### src/hw/ois_defines.svh
// Constants for the octal input serializer
`ifndef OIS_DEFINES_SVH
`define OIS_DEFINES_SVH
`define OIS_CLK_HZ        10000000
`define OIS_DB_LONG_MS    3
`define OIS_DB_SHORT_MS   1
`define OIS_DB_LONG_CYC   ((`OIS_CLK_HZ / 1000) * `OIS_DB_LONG_MS)
`define OIS_DB_SHORT_CYC  ((`OIS_CLK_HZ / 1000) * `OIS_DB_SHORT_MS)
`define OIS_CHANNELS      8
`define OIS_CNT_W         16
`define OIS_STAT_OVERTEMP 0
`define OIS_STAT_FRAME    1
`define OIS_REG_STATUS    4'h0
`define OIS_REG_MASK      4'h1
`define OIS_REG_TEMP_TRIP 4'h2
`define OIS_REG_TEMP_NOW  4'h3
`define OIS_REG_INPUTS    4'h4
`define OIS_TRIP_RESET    8'h96
`endif

### src/hw/ois_pkg.sv
// Types for the octal input serializer
package ois_pkg;
  typedef enum logic [1:0] {
    OIS_DB_RESERVED = 2'b00,
    OIS_DB_BYPASS   = 2'b01,
    OIS_DB_SHORT    = 2'b10,
    OIS_DB_LONG     = 2'b11
  } ois_db_mode_e;
  typedef enum logic [1:0] {
    OIS_ST_LOAD  = 2'b00,
    OIS_ST_HOLD  = 2'b01,
    OIS_ST_SHIFT = 2'b10
  } ois_state_e;
endpackage : ois_pkg

### src/hw/ois_debounce.sv
// One-channel debounce filter
`timescale 1ns/100ps
`include "ois_defines.svh"
module ois_debounce #(
  parameter int CNT_W = `OIS_CNT_W
) (
  // Clock and reset
  input  wire logic             core_clk,
  input  wire logic             rst_n,
  // Filter control
  input  wire logic [CNT_W-1:0] hold_cycles,
  input  wire logic             bypass,
  // Level
  input  wire logic             raw_in,
  output logic                  clean_out
);
  logic [CNT_W-1:0] cnt_r;
  logic             state_r;
  wire              differs  = raw_in != state_r;
  wire              expired  = (cnt_r + 1'b1) >= hold_cycles;

  always_ff @(posedge core_clk) begin
    if (!rst_n) begin
      cnt_r   <= '0;
      state_r <= 1'b0;
    end else if (!differs) begin
      cnt_r <= '0;
    end else if (bypass || expired) begin
      state_r <= raw_in;
      cnt_r   <= '0;
    end else begin
      cnt_r <= cnt_r + 1'b1;
    end
  end
  assign clean_out = bypass ? raw_in : state_r;
endmodule : ois_debounce

### src/hw/ois_temp_mon.sv
// Over-temperature comparator with hysteresis-free trip
`timescale 1ns/100ps
module ois_temp_mon (
  // Clock and reset
  input  wire logic       core_clk,
  input  wire logic       rst_n,
  // Temperature and trip point
  input  wire logic [7:0] temp_c,
  input  wire logic [7:0] trip_c,
  // Flag
  output logic            overtemp_flag_n
);
  logic hot_r;
  wire  hot_nxt = temp_c > trip_c;
  always_ff @(posedge core_clk) begin
    if (!rst_n) hot_r <= 1'b0;
    else        hot_r <= hot_nxt;
  end
  assign overtemp_flag_n = ~hot_r;
endmodule : ois_temp_mon

### src/hw/ois_serializer.sv
// Octal input serializer top: debounce, parallel load, serial shift, status
// Behaviour
// - Load strobe low captures all eight debounced inputs into the register.
// - Load strobe high stops capture and holds the captured bits while shift enable is high.
// - Shift only while shift enable low and load strobe high.
// - Shift and serial output update on serial clock rising edge.
// - After eight shifts serial output follows the serial input chain.
// - Open debounce selects read as high through pull-ups.
// - Three debounce durations selected by grounding select pins.
// - Temperature flag high normally, low when overheated.
// - Selects: 11 is 3 ms, 10 is 1 ms, 01 bypass, 00 reserved.
// - A new level is accepted only after stable for the debounce time.
// - Both controls high leaves the register unchanged.
// - Temperature flag goes low above the programmable trip point, 150 degrees at reset.
`timescale 1ns/100ps
`include "ois_defines.svh"
module ois_serializer #(
  parameter int                  CHANNELS  = `OIS_CHANNELS,
  parameter int                  CNT_W     = `OIS_CNT_W,
  parameter logic [CNT_W-1:0]    DB_LONG   = CNT_W'(`OIS_DB_LONG_CYC),
  parameter logic [CNT_W-1:0]    DB_SHORT  = CNT_W'(`OIS_DB_SHORT_CYC)
) (
  // Clock and reset
  input  wire logic                core_clk,
  input  wire logic                rst_n,
  // Field side
  input  wire logic [CHANNELS-1:0] field_inputs,
  input  wire logic                debounce_sel0_drv,
  input  wire logic                debounce_sel0_oe,
  input  wire logic                debounce_sel1_drv,
  input  wire logic                debounce_sel1_oe,
  input  wire logic [7:0]          temp_c,
  // Host serial link
  input  wire logic                load_strobe_n,
  input  wire logic                shift_enable_n,
  input  wire logic                serial_clk,
  input  wire logic                serial_in,
  output logic                     serial_out,
  output logic                     overtemp_flag_n,
  // Register port
  input  wire logic [3:0]          reg_addr,
  input  wire logic [31:0]         reg_wdata,
  input  wire logic                reg_wr,
  input  wire logic                reg_rd,
  output logic [31:0]              reg_rdata,
  output logic                     irq
);
  // Pins undriven float high through the pull-ups
  wire debounce_sel0 = debounce_sel0_oe ? debounce_sel0_drv : 1'b1;
  wire debounce_sel1 = debounce_sel1_oe ? debounce_sel1_drv : 1'b1;

  ois_pkg::ois_db_mode_e db_mode;
  assign db_mode = ois_pkg::ois_db_mode_e'({debounce_sel1, debounce_sel0});

  function automatic logic [CNT_W-1:0] hold_for(input ois_pkg::ois_db_mode_e m);
    case (m)
      ois_pkg::OIS_DB_LONG:  hold_for = DB_LONG;
      ois_pkg::OIS_DB_SHORT: hold_for = DB_SHORT;
      default:               hold_for = '0;
    endcase
  endfunction : hold_for

  // Reserved code treated as bypass: safest defined behaviour
  wire             db_bypass = (db_mode == ois_pkg::OIS_DB_BYPASS) ||
                               (db_mode == ois_pkg::OIS_DB_RESERVED);
  wire [CNT_W-1:0] db_hold   = hold_for(db_mode);

  logic [CHANNELS-1:0] clean;
  genvar g;
  generate
    for (g = 0; g < CHANNELS; g++) begin : g_db
      ois_debounce #(.CNT_W(CNT_W)) u_db (
        .core_clk    (core_clk),
        .rst_n       (rst_n),
        .hold_cycles (db_hold),
        .bypass      (db_bypass),
        .raw_in      (field_inputs[g]),
        .clean_out   (clean[g])
      );
    end
  endgenerate

  // Serial clock is sampled; edge found against its last value
  logic                sclk_q_r;
  logic [CHANNELS-1:0] shreg_r;
  logic [CHANNELS-1:0] shreg_nxt;
  logic [3:0]          shift_cnt_r;
  wire                 sclk_rise = serial_clk & ~sclk_q_r;
  wire                 do_load   = ~load_strobe_n;
  wire                 do_shift  = load_strobe_n & ~shift_enable_n & sclk_rise;

  ois_pkg::ois_state_e st;
  always_comb begin
    case ({do_load, ~shift_enable_n})
      2'b10, 2'b11: st = ois_pkg::OIS_ST_LOAD;
      2'b01:        st = ois_pkg::OIS_ST_SHIFT;
      default:      st = ois_pkg::OIS_ST_HOLD;
    endcase
  end

  // MSB leaves first, so field_inputs[CHANNELS-1] emerges first
  wire [CHANNELS-1:0] shreg_shl = {shreg_r[CHANNELS-2:0], serial_in};
  always_comb begin
    case (st)
      ois_pkg::OIS_ST_LOAD:  shreg_nxt = clean;
      ois_pkg::OIS_ST_SHIFT: shreg_nxt = sclk_rise ? shreg_shl : shreg_r;
      default:               shreg_nxt = shreg_r;
    endcase
  end

  logic frame_done_r;
  always_ff @(posedge core_clk) begin
    if (!rst_n) begin
      sclk_q_r     <= 1'b0;
      shreg_r      <= '0;
      shift_cnt_r  <= 4'h0;
      frame_done_r <= 1'b0;
    end else begin
      sclk_q_r     <= serial_clk;
      shreg_r      <= shreg_nxt;
      frame_done_r <= 1'b0;
      if (do_load) begin
        shift_cnt_r <= 4'h0;
      end else if (do_shift && shift_cnt_r < 4'(CHANNELS)) begin
        shift_cnt_r  <= shift_cnt_r + 4'h1;
        frame_done_r <= (shift_cnt_r == 4'(CHANNELS - 1));
      end
    end
  end
  assign serial_out = shreg_r[CHANNELS-1];

  // Temperature monitor with programmable trip
  logic [7:0] trip_r;
  ois_temp_mon u_temp (
    .core_clk        (core_clk),
    .rst_n           (rst_n),
    .temp_c          (temp_c),
    .trip_c          (trip_r),
    .overtemp_flag_n (overtemp_flag_n)
  );

  // Registers: status W1C, mask, trip, live readouts
  logic [1:0]  stat_r;
  logic [1:0]  mask_r;
  logic [31:0] rdata_r;
  logic        hot_q_r;
  wire         hot_rise = ~overtemp_flag_n & ~hot_q_r;
  wire         wr_stat  = reg_wr && reg_addr == `OIS_REG_STATUS;
  wire         wr_mask  = reg_wr && reg_addr == `OIS_REG_MASK;
  wire         wr_trip  = reg_wr && reg_addr == `OIS_REG_TEMP_TRIP;
  wire [1:0]   ev       = {frame_done_r, hot_rise};
  wire [1:0]   stat_nxt = (stat_r & ~(wr_stat ? reg_wdata[1:0] : 2'b00)) | ev;
  logic [31:0] rd_mux;
  always_comb begin
    case (reg_addr)
      `OIS_REG_STATUS:    rd_mux = {30'h0, stat_r};
      `OIS_REG_MASK:      rd_mux = {30'h0, mask_r};
      `OIS_REG_TEMP_TRIP: rd_mux = {24'h0, trip_r};
      `OIS_REG_TEMP_NOW:  rd_mux = {23'h0, ~overtemp_flag_n, temp_c};
      `OIS_REG_INPUTS:    rd_mux = {16'h0, 8'(shreg_r), 8'(clean)};
      default:            rd_mux = 32'h0;
    endcase
  end

  always_ff @(posedge core_clk) begin
    if (!rst_n) begin
      stat_r  <= 2'h0;
      mask_r  <= 2'h0;
      trip_r  <= `OIS_TRIP_RESET;
      rdata_r <= 32'h0;
      hot_q_r <= 1'b0;
    end else begin
      stat_r  <= stat_nxt;
      hot_q_r <= ~overtemp_flag_n;
      if (wr_mask) mask_r <= reg_wdata[1:0];
      if (wr_trip) trip_r <= reg_wdata[7:0];
      rdata_r <= reg_rd ? rd_mux : 32'h0;
    end
  end
  assign reg_rdata = rdata_r;
  assign irq       = |(stat_r & mask_r);

  // Checks
  property p_load_capture;
    @(posedge core_clk) disable iff (!rst_n)
      !load_strobe_n |=> shreg_r == $past(clean);
  endproperty
  a_load_capture: assert property (p_load_capture) else $error("load missed");

  property p_hold;
    @(posedge core_clk) disable iff (!rst_n)
      load_strobe_n && shift_enable_n |=> $stable(shreg_r);
  endproperty
  a_hold: assert property (p_hold) else $error("register moved while idle");

  property p_no_shift_wo_edge;
    @(posedge core_clk) disable iff (!rst_n)
      load_strobe_n && !sclk_rise |=> $stable(shreg_r);
  endproperty
  a_no_shift_wo_edge: assert property (p_no_shift_wo_edge) else $error("shift w/o edge");

  property p_shift;
    @(posedge core_clk) disable iff (!rst_n)
      do_shift |=> serial_out == $past(shreg_r[CHANNELS-2]) && shreg_r[0] == $past(serial_in);
  endproperty
  a_shift: assert property (p_shift) else $error("bad shift");

  property p_eight;
    @(posedge core_clk) disable iff (!rst_n)
      do_shift && shift_cnt_r == 4'(CHANNELS - 1) |=> ##1 frame_done_r == 1'b0 && stat_r[1];
  endproperty
  a_eight: assert property (p_eight) else $error("frame not flagged");

  property p_temp;
    @(posedge core_clk) disable iff (!rst_n)
      temp_c > trip_r && $stable(trip_r) |=> !overtemp_flag_n;
  endproperty
  a_temp: assert property (p_temp) else $error("overtemp missed");

  property p_cool;
    @(posedge core_clk) disable iff (!rst_n)
      temp_c <= trip_r && $stable(trip_r) |=> overtemp_flag_n;
  endproperty
  a_cool: assert property (p_cool) else $error("flag low when cool");

  property p_pullup;
    @(posedge core_clk) disable iff (!rst_n)
      !debounce_sel0_oe && !debounce_sel1_oe |-> db_hold == DB_LONG && !db_bypass;
  endproperty
  a_pullup: assert property (p_pullup) else $error("open selects not long");

  property p_irq;
    @(posedge core_clk) disable iff (!rst_n)
      hot_rise && mask_r[0] && !wr_mask |=> irq;
  endproperty
  a_irq: assert property (p_irq) else $error("irq missing on unmasked event");

  property p_ev_hot;
    @(posedge core_clk) disable iff (!rst_n)
      hot_rise |=> stat_r[`OIS_STAT_OVERTEMP];
  endproperty
  a_ev_hot: assert property (p_ev_hot) else $error("overtemp event not latched");

  property p_sticky;
    @(posedge core_clk) disable iff (!rst_n)
      stat_r[`OIS_STAT_FRAME] && !wr_stat |=> stat_r[`OIS_STAT_FRAME];
  endproperty
  a_sticky: assert property (p_sticky) else $error("status bit dropped");

  // Set beats clear, so a same-cycle event is left out
  property p_w1c;
    @(posedge core_clk) disable iff (!rst_n)
      wr_stat && reg_wdata[`OIS_STAT_FRAME] && !frame_done_r |=> !stat_r[`OIS_STAT_FRAME];
  endproperty
  a_w1c: assert property (p_w1c) else $error("status bit not cleared");

  property p_rd_idle;
    @(posedge core_clk) disable iff (!rst_n)
      !reg_rd |=> reg_rdata == 32'h0;
  endproperty
  a_rd_idle: assert property (p_rd_idle) else $error("read data without read");

  property p_trip_wr;
    @(posedge core_clk) disable iff (!rst_n)
      wr_trip |=> trip_r == $past(reg_wdata[7:0]);
  endproperty
  a_trip_wr: assert property (p_trip_wr) else $error("trip write lost");

  property p_sel_short;
    @(posedge core_clk) disable iff (!rst_n)
      debounce_sel1 && !debounce_sel0 |-> db_hold == DB_SHORT && !db_bypass;
  endproperty
  a_sel_short: assert property (p_sel_short) else $error("short select wrong");

  property p_sel_bypass;
    @(posedge core_clk) disable iff (!rst_n)
      !debounce_sel1 |-> db_bypass;
  endproperty
  a_sel_bypass: assert property (p_sel_bypass) else $error("bypass select wrong");

  property p_load_out;
    @(posedge core_clk) disable iff (!rst_n)
      !load_strobe_n |=> serial_out == $past(clean[CHANNELS-1]);
  endproperty
  a_load_out: assert property (p_load_out) else $error("wrong first bit");

  property p_frame_pulse;
    @(posedge core_clk) disable iff (!rst_n)
      frame_done_r |-> shift_cnt_r == 4'(CHANNELS);
  endproperty
  a_frame_pulse: assert property (p_frame_pulse) else $error("frame flag early");

  c_load:  cover property (@(posedge core_clk) !load_strobe_n ##1 load_strobe_n);
  c_shift: cover property (@(posedge core_clk) do_shift ##[1:20] do_shift);
  c_frame: cover property (@(posedge core_clk) frame_done_r);
  c_hot:   cover property (@(posedge core_clk) !overtemp_flag_n);
  c_irq:   cover property (@(posedge core_clk) irq);
endmodule : ois_serializer

### config.mk
export PLATFORM = sky130hd
export DESIGN_NAME = ois_serializer
export DESIGN_NICKNAME = d
export VERILOG_FILES = /design/src/hw/ois_pkg.sv /design/src/hw/ois_debounce.sv /design/src/hw/ois_temp_mon.sv /design/src/hw/ois_serializer.sv
export VERILOG_INCLUDE_DIRS = /design/src /design/src/hw
export SDC_FILE = /design/constraint.sdc
export NUM_CORES = 1
export LEC_CHECK = 0
export BUFFER_PORTS_ARGS = -buffer_cell sky130_fd_sc_hd__buf_2
export CAP_MARGIN = 30
export CORE_MARGIN = 8
export CORE_UTILIZATION = 50
export CTS_CLUSTER_DIAMETER = 80
export DETAILED_ROUTE_END_ITERATION = 8
export PLACE_DENSITY = 0.69
export SYNTH_ARGS = -nofsm -noshare
export SYNTH_HDL_FRONTEND = slang
export SYNTH_SLANG_ARGS = --single-unit
### constraint.sdc
create_clock -name core_clk -period 7 [get_ports core_clk]
set_clock_uncertainty 0.05 [all_clocks]
set_input_delay 0.35 -clock core_clk [delete_from_list [all_inputs] [get_ports core_clk]]
set_output_delay 0.35 -clock core_clk [all_outputs]
set_load 0.02 [all_outputs]
* Word-level counts from Yosys, hierarchy flattened
Cells that the tools add are included.
** Storage, ports and cells
- Register bits after elaboration :: 196
- Input bits :: 64
- Output and inout port bits :: 35
- Logic and storage cells :: 143
** Operators by class
- Add/subtract/negate cells :: 9
- Order comparisons :: 10
- Equality and inequality tests :: 21
- Mux-type cells :: 16
- Bitwise gates (word level) :: 22
- Reductions and logical operators :: 39
** Operators by type and width (number)
- 16-bit by 1-bit adder with 16-bit output (second input constant) :: 8
- 16-bit by 15-bit greater-or-equal comparator with 1-bit output :: 8
- 16-bit case mux with 5 select lines :: 1
- 15-bit case mux with 2 select lines :: 1
- 3-bit OR reduction :: 8
- 2-bit AND reduction :: 11
- 8-bit case mux with 2 select lines :: 1
- 1-bit inverter :: 14
- 2-bit equality test (second input constant) :: 5
- 1-bit two-way mux :: 10
- 1-bit logical OR :: 9
- 4-bit by 2-bit equality test with 1-bit output (second input constant) :: 2
- 4-bit by 3-bit equality test with 1-bit output (second input constant) :: 2
- 8-bit > comparator :: 1
- 8-bit two-way mux :: 1
- 1-bit inequality test :: 8
- 4-bit by 1-bit adder with 4-bit output (second input constant) :: 1
- 1-bit AND :: 4
- 2-bit AND :: 2
- 2-bit by 1-bit equality test with 1-bit output (second input constant) :: 2
- 4-bit by 1-bit equality test with 1-bit output (second input constant) :: 1
- 1-bit logical AND :: 4
- 2-bit logical NOT :: 2
- 4-bit logical NOT :: 1
- other kinds (9) :: 10

* Depth between registers and ports, before layout
Gate-level depths: netlist of the first run.
- Depth in word-level cells :: 7
- Gate-level depth with buffers :: 13
- Depth with buffers taken out :: 12

* By module
Synthesis of the first run repeated with hierarchy kept, for this count alone.
** Unflattened totals
- Cells, all modules :: 1319
- Area total of the unflattened synthesis :: 11459.7 um^2
** Modules (own cells, without submodules)
- ois_debounce at g_db[0].u_db ... :: times used 7, cells each 134, area each 1151.1 um^2, seq. area each 340.3 um^2
- ois_serializer :: times used 1, cells each 216, area each 2005.7 um^2, seq. area each 860.8 um^2
- ois_debounce at g_db[5].u_db :: times used 1, cells each 135, area each 1156.1 um^2, seq. area each 340.3 um^2
- ois_temp_mon :: times used 1, cells each 30, area each 240.2 um^2, seq. area each 20.0 um^2

* Worst setup path after synthesis of the first run
OpenSTA, ideal clock, no wires.
- Kind :: input -> register
- From :: in debounce_sel1_oe
- To :: reg g_db[0].u_db.cnt_r[11]
- Library setup time :: 0.070 ns
- Arrival time :: 4.828 ns
- Data required time :: 6.880 ns
- Path slack :: 2.052 ns
- Cell stages on the path :: 13
- Buffers on the path :: 3
- Path through :: nor2b_1 > clkbuf_1 > buf_1 > inv_1 > o21ai_0 > ha_1 > nand3_1 > nor2_1 > a221oi_1 > a311oi_1 > or4_1 > buf_2 > a21oi_1
** On the way
- Word-level cells in the longest chain between the ends :: 6
- Elaborated cells between the ends (all ways) :: 10
- Classes of those cells :: order compare (1); eq/ne (3); mux (2); reduce/logical (4)
** RTL lines
- start, declared :: RTL line ois_serializer.sv:31 : input wire logic debounce_sel1_oe,
- 1-bit two-way mux * :: RTL line ois_serializer.sv:50 : wire debounce_sel1 = debounce_sel1_oe ? debounce_sel1_drv : 1'b1;
- 2-bit equality test :: RTL line ois_serializer.sv:56 : case (m)
- 15-bit case mux with 2 select lines :: RTL line ois_serializer.sv:56
- 16-bit by 15-bit greater-or-equal comparator with 1-bit output :: RTL line ois_debounce.sv:20 : wire expired = (cnt_r + 1'b1) >= hold_cycles;
- 1-bit logical OR * :: RTL line ois_debounce.sv:28 : end else if (bypass || expired) begin
- 3-bit OR reduction (no line) *
- end signal, assigned :: RTL line ois_debounce.sv:32 : cnt_r <= cnt_r + 1'b1;
- end, declared :: RTL line ois_debounce.sv:17 : logic [CNT_W-1:0] cnt_r;
Mark *: on every way between the ends. The rest lies on a longest branch, timed or not.
A chain may end at the register's enable or synchronous reset.

* Worst setup path in the final report of the first run
- From :: reg g_db[7].u_db.cnt_r[0]
- To :: reg g_db[7].u_db.cnt_r[11]
** On the way
- Word-level cells in the longest chain between the ends :: 4
** RTL lines (RTL line)
- start, declared :: ois_debounce.sv:17
- start signal, assigned :: ois_debounce.sv:32
- 16-bit by 1-bit adder with 16-bit output * :: ois_debounce.sv:20, ois_debounce.sv:32
- 16-bit by 15-bit greater-or-equal comparator with 1-bit output :: ois_debounce.sv:20
- 1-bit logical OR :: ois_debounce.sv:28
- 3-bit OR reduction (no line)
Marks and branches as above.

==> impl_metrics.env, run 1 <==
export IMPL_start_util_pct=50.5
export IMPL_crit_required_ns=7.30
export IMPL_cts_max_level=4
export IMPL_portBuffers=58
export IMPL_hold_violations=0
export IMPL_drv_slew=0
export IMPL_drive_gt1_share_pct=10.3
export IMPL_worstPathMaxFanout=15
export IMPL_critPathLaunch="g_db[7].u_db.cnt_r[0]"
export IMPL_relSlewSlack_pct=47.7
export IMPL_path_depth=12
export IMPL_critPathArrivalTime_ns=3.72
export IMPL_ys_top_cells_by_area="dfxtp_1, ha_1, xor2_1, xnor2_1, nor2_1"
export IMPL_synth_edf_count=0
export IMPL_cpLargestDelayFamily="simple AND/OR/NAND/NOR gates"
export IMPL_ys_seq_area_share_pct=36.9
export IMPL_whs_ns=0.0989
export IMPL_setup_tns_ns=0
export IMPL_dr_pass1_iters=5
export IMPL_cts_tree="yes"
export IMPL_setup_ws_ns=3.58
export IMPL_synthArstFlopShare_pct=0
export IMPL_viasPerCell=5.28
export IMPL_grt_pass1_wl_um=34700
export IMPL_route_detailed_drc=0
export IMPL_synth_cell_types=75
export IMPL_crit_path_frequent_cell="ha_1"
export IMPL_num_rows=51
export IMPL_syn_inst=1094
export IMPL_finalCriticalPeriod_ns=3.42
export IMPL_crit_path_end="g_db[7].u_db.cnt_r[11]"
export IMPL_ant_nets=0
export IMPL_layout_cells_non_filler=1433
export IMPL_path_buf_inv=0
export IMPL_tightest_slew_ns=0.781
export IMPL_synth_top_area_share_pct=36.9
export IMPL_synth_most_common_cell="dfxtp_1"
export IMPL_power_leakage_nw=4.64
export IMPL_cts_buffers=17
export IMPL_yosysWarnings=0
export IMPL_grt_total_usage_pct=17.6
export IMPL_drtIter0Drc=340
export IMPL_hold_class="input pin to flip-flop"
export IMPL_synth_common_cells="dfxtp_1, nor2_1, nand2_1, ha_1, nand3_1"
export IMPL_grt_setup_unrepaired="no"
export IMPL_post_cts_resized=0
export IMPL_top_level_ports=99
export IMPL_setup_viol=0
export IMPL_die_area_mm2=0.0243
export IMPL_place_ws_ns=3.19
export IMPL_cap_viol_max_count=0
export IMPL_slowest_stage="nand4_1"
export IMPL_powerDensity_mw_per_mm2=199
export IMPL_status="finished clean"
export IMPL_clock_sinks=180
export IMPL_fin_crit_sh_pct=48.9
export IMPL_timing_rr_start="g_db[7].u_db.cnt_r[0]"
export IMPL_slowest_delay_ns=0.62
export IMPL_clock_path_buffers=2
export IMPL_place_inst=1399
export IMPL_crit_type="flip-flop to flip-flop"
export IMPL_gr_total_overflow=0
export IMPL_num_nets_final=1300
export IMPL_die_w_um=156
export IMPL_reg2reg_slack_ns=3.58
export IMPL_ctsHoldBuffers=0
export IMPL_antenna_found_initial=6
export IMPL_irDropWorstVdd_mv=0.180
export IMPL_timing_rr_end="g_db[7].u_db.cnt_r[11]"
export IMPL_syn_area_mm2=0.00976
export IMPL_grt_start_max_net_pins=52
export IMPL_first_global_vias=7111
export IMPL_startpoint_type="flip-flop"
export IMPL_cp_end_kind="flip-flop"
export IMPL_finalPower_mw=2.15
export IMPL_clk_pin_slew_ns=0.07
export IMPL_fmax_mhz=292
export IMPL_synthFlopType="dfxtp_1"
export IMPL_path_cells="ha_1 -> nand2_1 -> nor2_1 -> and4_1 -> nand3_1 -> xnor2_1 -> ha_1 -> a21o_1 -> a211o_1 -> nor3_1 -> nand4_1 -> a21oi_1"
export IMPL_root_buffer="clkbuf_16"
export IMPL_yosys_area_top_type="dfxtp_1"
export IMPL_clkLatencyLatePin_ns=0.44
export IMPL_ys_ff_latch=180
export IMPL_syn_avg_cell_area_um2=8.92
export IMPL_die_h_um=156
export IMPL_syn_to_final_growth_pct=11.1
export IMPL_routedWlPerCell_um=14.5
export IMPL_core_mm2=0.0193
export IMPL_r2r_cells=12
export IMPL_postCtsSetupRepairBufs=0
export IMPL_postRouteWirelength_um=20800
export IMPL_dpl_hpwl_um=15300
export IMPL_vias=7572
export IMPL_gp_congestion=0.803
## how the worst min path moves through the flow
stage	start	endpoint	slack [ns]	depth (start not counted)
after floorplan	g_db[4].u_db.cnt_r[0]	g_db[4].u_db.cnt_r[0]	0.37	1
after global placement	g_db[7].u_db.cnt_r[0]	g_db[7].u_db.cnt_r[0]	0.38	1
after detailed placement	g_db[7].u_db.cnt_r[0]	g_db[7].u_db.cnt_r[0]	0.39	1
after CTS	reg_wdata[2]	trip_r[2]	0.08	3
after global routing	reg_wdata[2]	trip_r[2]	0.09	3
final	reg_wdata[2]	trip_r[2]	0.1	3
## report_power, final
group          leakage (nW)  total (mW)  switching (mW)  internal [mW]
Sequential             1.46        1.05          0.0117           1.04
Clock                 0.281       0.959           0.411          0.548
Combinational          2.90       0.145          0.0918         0.0531
Total                  4.64        2.15           0.515           1.64
## layout by cell type, fill, tap and decap left out, drive strengths merged, types with 5 or more instances in the layout
cell type  synthesis  layout
a21o              12      12
or4                7       7
xnor2             52      52
a21oi             22      22
and4               9       9
nor2             117     117
and2b              5       5
mux2i             16      16
clkbuf            19      22
o31ai              6       6
o311ai             5       5
buf               26      62
nor2b             65      65
nand2b             6       6
conb               1      24
a211o              5       5
o211a              8       8
nand2             86      86
inv               32      33
a21boi             7       7
clkinv             0       5
and3              24      24
nor3              16      16
a221oi            10      10
nand3             78      78
nor4              12      12
dfxtp            180     180
a211oi             5       5
a31oi              6       6
and2              15      15
ha                83      83
nand4             28      28
xor2              67      67
o21ai             17      17
or3                5       5
## area by class of cell
class                      count  area [µm²]
sequential                   180        3600
antenna                        2        5.00
clock inverter                10         124
clock buffer                  22         464
tap                          265         332
inverter                      32         120
fill                        1782        8490
multi-input combinational    860        5880
timing repair buffer          62         320
## stage by stage
| stage | cell area (µm²) | util, % |
|---|---|---|
| after CTS | 10800 | 56.1 |
| after detailed placement | 10300 | 53.0 |
| after floorplan | 9850 | - |
| final | 10800 | 56.1 |
| after global placement | 10300 | 53.0 |
| after global routing | 10800 | 56.1 |
## kinds of logic (layout without fill, tap and decap cells)
family / Yosys count / in the layout / share of synthesized area (%)
compound gates: 128 / 128 / 9.66
buf+inv: 77 / 126 / 3.93
flops: 180 / 180 / 36.9
other cells: 1 / 26 / 0.0384
mux: 19 / 19 / 2.14
simple gates: 487 / 487 / 26.0
xor+xnor: 119 / 119 / 10.7
fa+ha+maj: 83 / 83 / 10.6
## sequential cells by signal, summed over array words and instances (netlist names)
| signal | flops |
|---|---|
| frame_done_r | 1 |
| g_db.u_db.state_r | 8 |
| u_temp.hot_r | 1 |
| stat_r | 2 |
| reg_rdata | 16 |
| trip_r | 8 |
| mask_r | 2 |
| sclk_q_r | 1 |
| g_db.u_db.cnt_r | 128 |
| shreg_r | 8 |
| hot_q_r | 1 |
| shift_cnt_r | 4 |
## layer usage
metal / share of wire [%] / global-route usage [%]
met4: 0.95 / 4.57
met2: 47 / 28.9
met5: 0.22 / 0
met3: 4.3 / 4.96
met1: 47 / 22.3
## worst register-to-register path, cell delays in order (launching register included)
cell	delay [ns]
dfxtp_1	0.35
ha_1	0.21
nand2_1	0.16
nor2_1	0.16
and4_1	0.25
nand3_1	0.10
xnor2_1	0.16
ha_1	0.19
a21o_1	0.17
a211o_1	0.29
nor3_1	0.31
nand4_1	0.62
a21oi_1	0.30
(Power assumes the default switching activity.)
==> inputs of run 2 (changes only) <==
- PLACE_DENSITY: 0.69 -> 0.72
- clock period: 7 -> 3.1 ns (I/O delays scaled with it)
==> impl_metrics.env, run 2 (synthesis results as in run 1) <==
export IMPL_drtIter0Drc=423
export IMPL_largest_register="g_db.u_db.cnt_r"
export IMPL_layout_common_cells="dfxtp_1, nor2_1, nand2_1"
export IMPL_cts_max_level=4
export IMPL_postRouteWirelength_um=23300
export IMPL_critPathLaunch="g_db[1].u_db.cnt_r[1]"
export IMPL_grt_pass1_wl_um=36900
export IMPL_grt_setup_unrepaired="yes"
export IMPL_first_global_vias=7813
export IMPL_gr_total_overflow=0
export IMPL_die_w_um=156
export IMPL_timing_rr_end="g_db[1].u_db.cnt_r[8]"
export IMPL_startpoint_type="flip-flop"
export IMPL_ant_nets=0
export IMPL_clk_pin_slew_ns=0.06
export IMPL_setup_viol=0
export IMPL_viasPerCell=5.36
export IMPL_route_detailed_drc=0
export IMPL_finalCriticalPeriod_ns=3.02
export IMPL_final_common_cell="dfxtp_1"
export IMPL_grt_total_usage_pct=18.7
export IMPL_drv_slew=0
export IMPL_r2r_cells=10
export IMPL_clkLatencyLatePin_ns=0.43
export IMPL_clock_sinks=180
export IMPL_die_area_mm2=0.0243
export IMPL_internal_power_mw=3.98
export IMPL_critPathArrivalTime_ns=3.33
export IMPL_tightest_slew_ns=0.925
export IMPL_grt_start_max_net_pins=39
export IMPL_hold_violations=0
export IMPL_hold_class="input pin to flip-flop"
export IMPL_dr_pass1_iters=5
export IMPL_largest_register_ffs=128
export IMPL_timing_rr_start="g_db[1].u_db.cnt_r[1]"
export IMPL_crit_type="flip-flop to flip-flop"
export IMPL_num_rows=51
export IMPL_clock_path_buffers=2
export IMPL_setup_tns_ns=0
export IMPL_status="finished clean"
export IMPL_switchingPower_mw=1.16
export IMPL_powerDensity_mw_per_mm2=429
export IMPL_num_nets_final=1395
export IMPL_reg2reg_slack_ns=0.08
export IMPL_relSlewSlack_pct=38.1
export IMPL_gp_congestion=0.863
export IMPL_portBuffers=58
export IMPL_power_leakage_nw=5.25
export IMPL_switching_share_pct=22.6
export IMPL_irDropWorstVdd_mv=0.380
export IMPL_crit_required_ns=3.42
export IMPL_cp_end_kind="flip-flop"
export IMPL_top_level_ports=99
export IMPL_drive_gt1_share_pct=20.7
export IMPL_dpl_hpwl_um=16200
export IMPL_p_seq_share_pct=46.1
export IMPL_combPwrFrac_pct=7.6
export IMPL_syn_to_final_growth_pct=22.8
export IMPL_power_frac_clock_pct=46.2
export IMPL_antenna_found_initial=5
export IMPL_routedWlPerCell_um=15.3
export IMPL_worstPathMaxFanout=8
export IMPL_core_mm2=0.0193
export IMPL_cts_buffers=17
export IMPL_crit_path_end="g_db[1].u_db.cnt_r[8]"
export IMPL_start_util_pct=50.5
export IMPL_cts_tree="yes"
export IMPL_vias=8191
export IMPL_fin_crit_sh_pct=97.3
export IMPL_root_buffer="clkbuf_16"
export IMPL_die_h_um=156
export IMPL_utilization_pct=62.0
export IMPL_fmax_mhz=332
export IMPL_cap_viol_max_count=0
export IMPL_fillers=1657
## run 2: cell count changes in the layout (fill, tap and decap cells not counted), moves of 5 or more
cell,before,now
dfxtp_2,0,25
dfxtp_1,180,153
buf_4,4,73
dlygate4sd3_1,0,21
nand3_1,78,72
nor3_1,15,10
ha_1,83,78
nor2_1,113,107
nor2_2,4,9
## run 2: per-layer routing
metal	GRT usage (%)	share of wire, %	vias up
met5	0	0.18	-
li1	-	-	4128
met4	4.81	1.3	6
met2	31.4	48	152
met1	22.8	45	3874
met3	5.68	4.8	31
## run 2: worst max-delay path, cell delays in order (launching register included)
cell,delay [ns]
dfxtp_4,0.37
nand3_4,0.09
nor4_4,0.30
nand3_2,0.12
xnor2_2,0.15
ha_1,0.29
a21o_1,0.18
a211o_1,0.28
a211o_1,0.28
or4_4,0.62
and2b_1,0.22
## run 2: layout make-up
| cell class | instances | area (µm²) | area share (%) |
|---|---|---|---|
| inverter | 32 | 120 | 1.00 |
| clock inverter | 10 | 178 | 1.48 |
| tap | 265 | 332 | 2.77 |
| timing repair buffer | 155 | 1080 | 9.03 |
| sequential | 180 | 3640 | 30.4 |
| antenna | 2 | 5.00 | 0.0417 |
| clock buffer | 22 | 464 | 3.87 |
| multi-input combinational | 862 | 6170 | 51.4 |
## run 2: what timing repair did
action                                  4_1_cts  5_1_grt
cloned                                        0        2
hold endpoints to repair                     22        0
pin swaps                                     4       26
setup buffers                                 1       17
endpoints found under the setup margin       47      124
hold buffers                                 21        0
gates resized for setup                       4       80
## run 2: power by group through the flow
| stage | registers (mW) | clock network, mW | logic (mW) |
|---|---|---|---|
| after floorplan | 2.42 | 0 | 0.243 |
| after global placement | 2.42 | 0 | 0.338 |
| after detailed placement | 2.42 | 0 | 0.347 |
| after CTS | 2.37 | 2.41 | 0.372 |
| after global routing | 2.38 | 2.52 | 0.432 |
| final | 2.37 | 2.38 | 0.391 |
## run 2: metrics by stage
stage	setup slack (ns)	total power, mW	instance area [µm²]	hold slack, ns	std cells
after floorplan	0.0549	2.66	9880	0.231	1117
after global placement	0.0288	2.76	10700	0.347	1453
after detailed placement	0.0184	2.77	10700	0.343	1453
after CTS	0.00123	5.15	11600	0.0139	1507
after global routing	-0.0512	5.33	12000	0.0242	1528
final	0.0838	5.14	12000	0.0200	1528
## run 2: worst min-delay path by stage
stage | cells after the start | to | start
6_report | 3 | g_db[1].u_db.state_r | field_inputs[1]
5_1_grt | 3 | g_db[1].u_db.state_r | field_inputs[1]
4_1_cts | 3 | g_db[1].u_db.state_r | field_inputs[1]
3_5_place_dp | 3 | trip_r[2] | reg_wdata[2]
3_3_place_gp | 3 | trip_r[2] | reg_wdata[2]
2_1_floorplan | 2 | frame_done_r | load_strobe_n
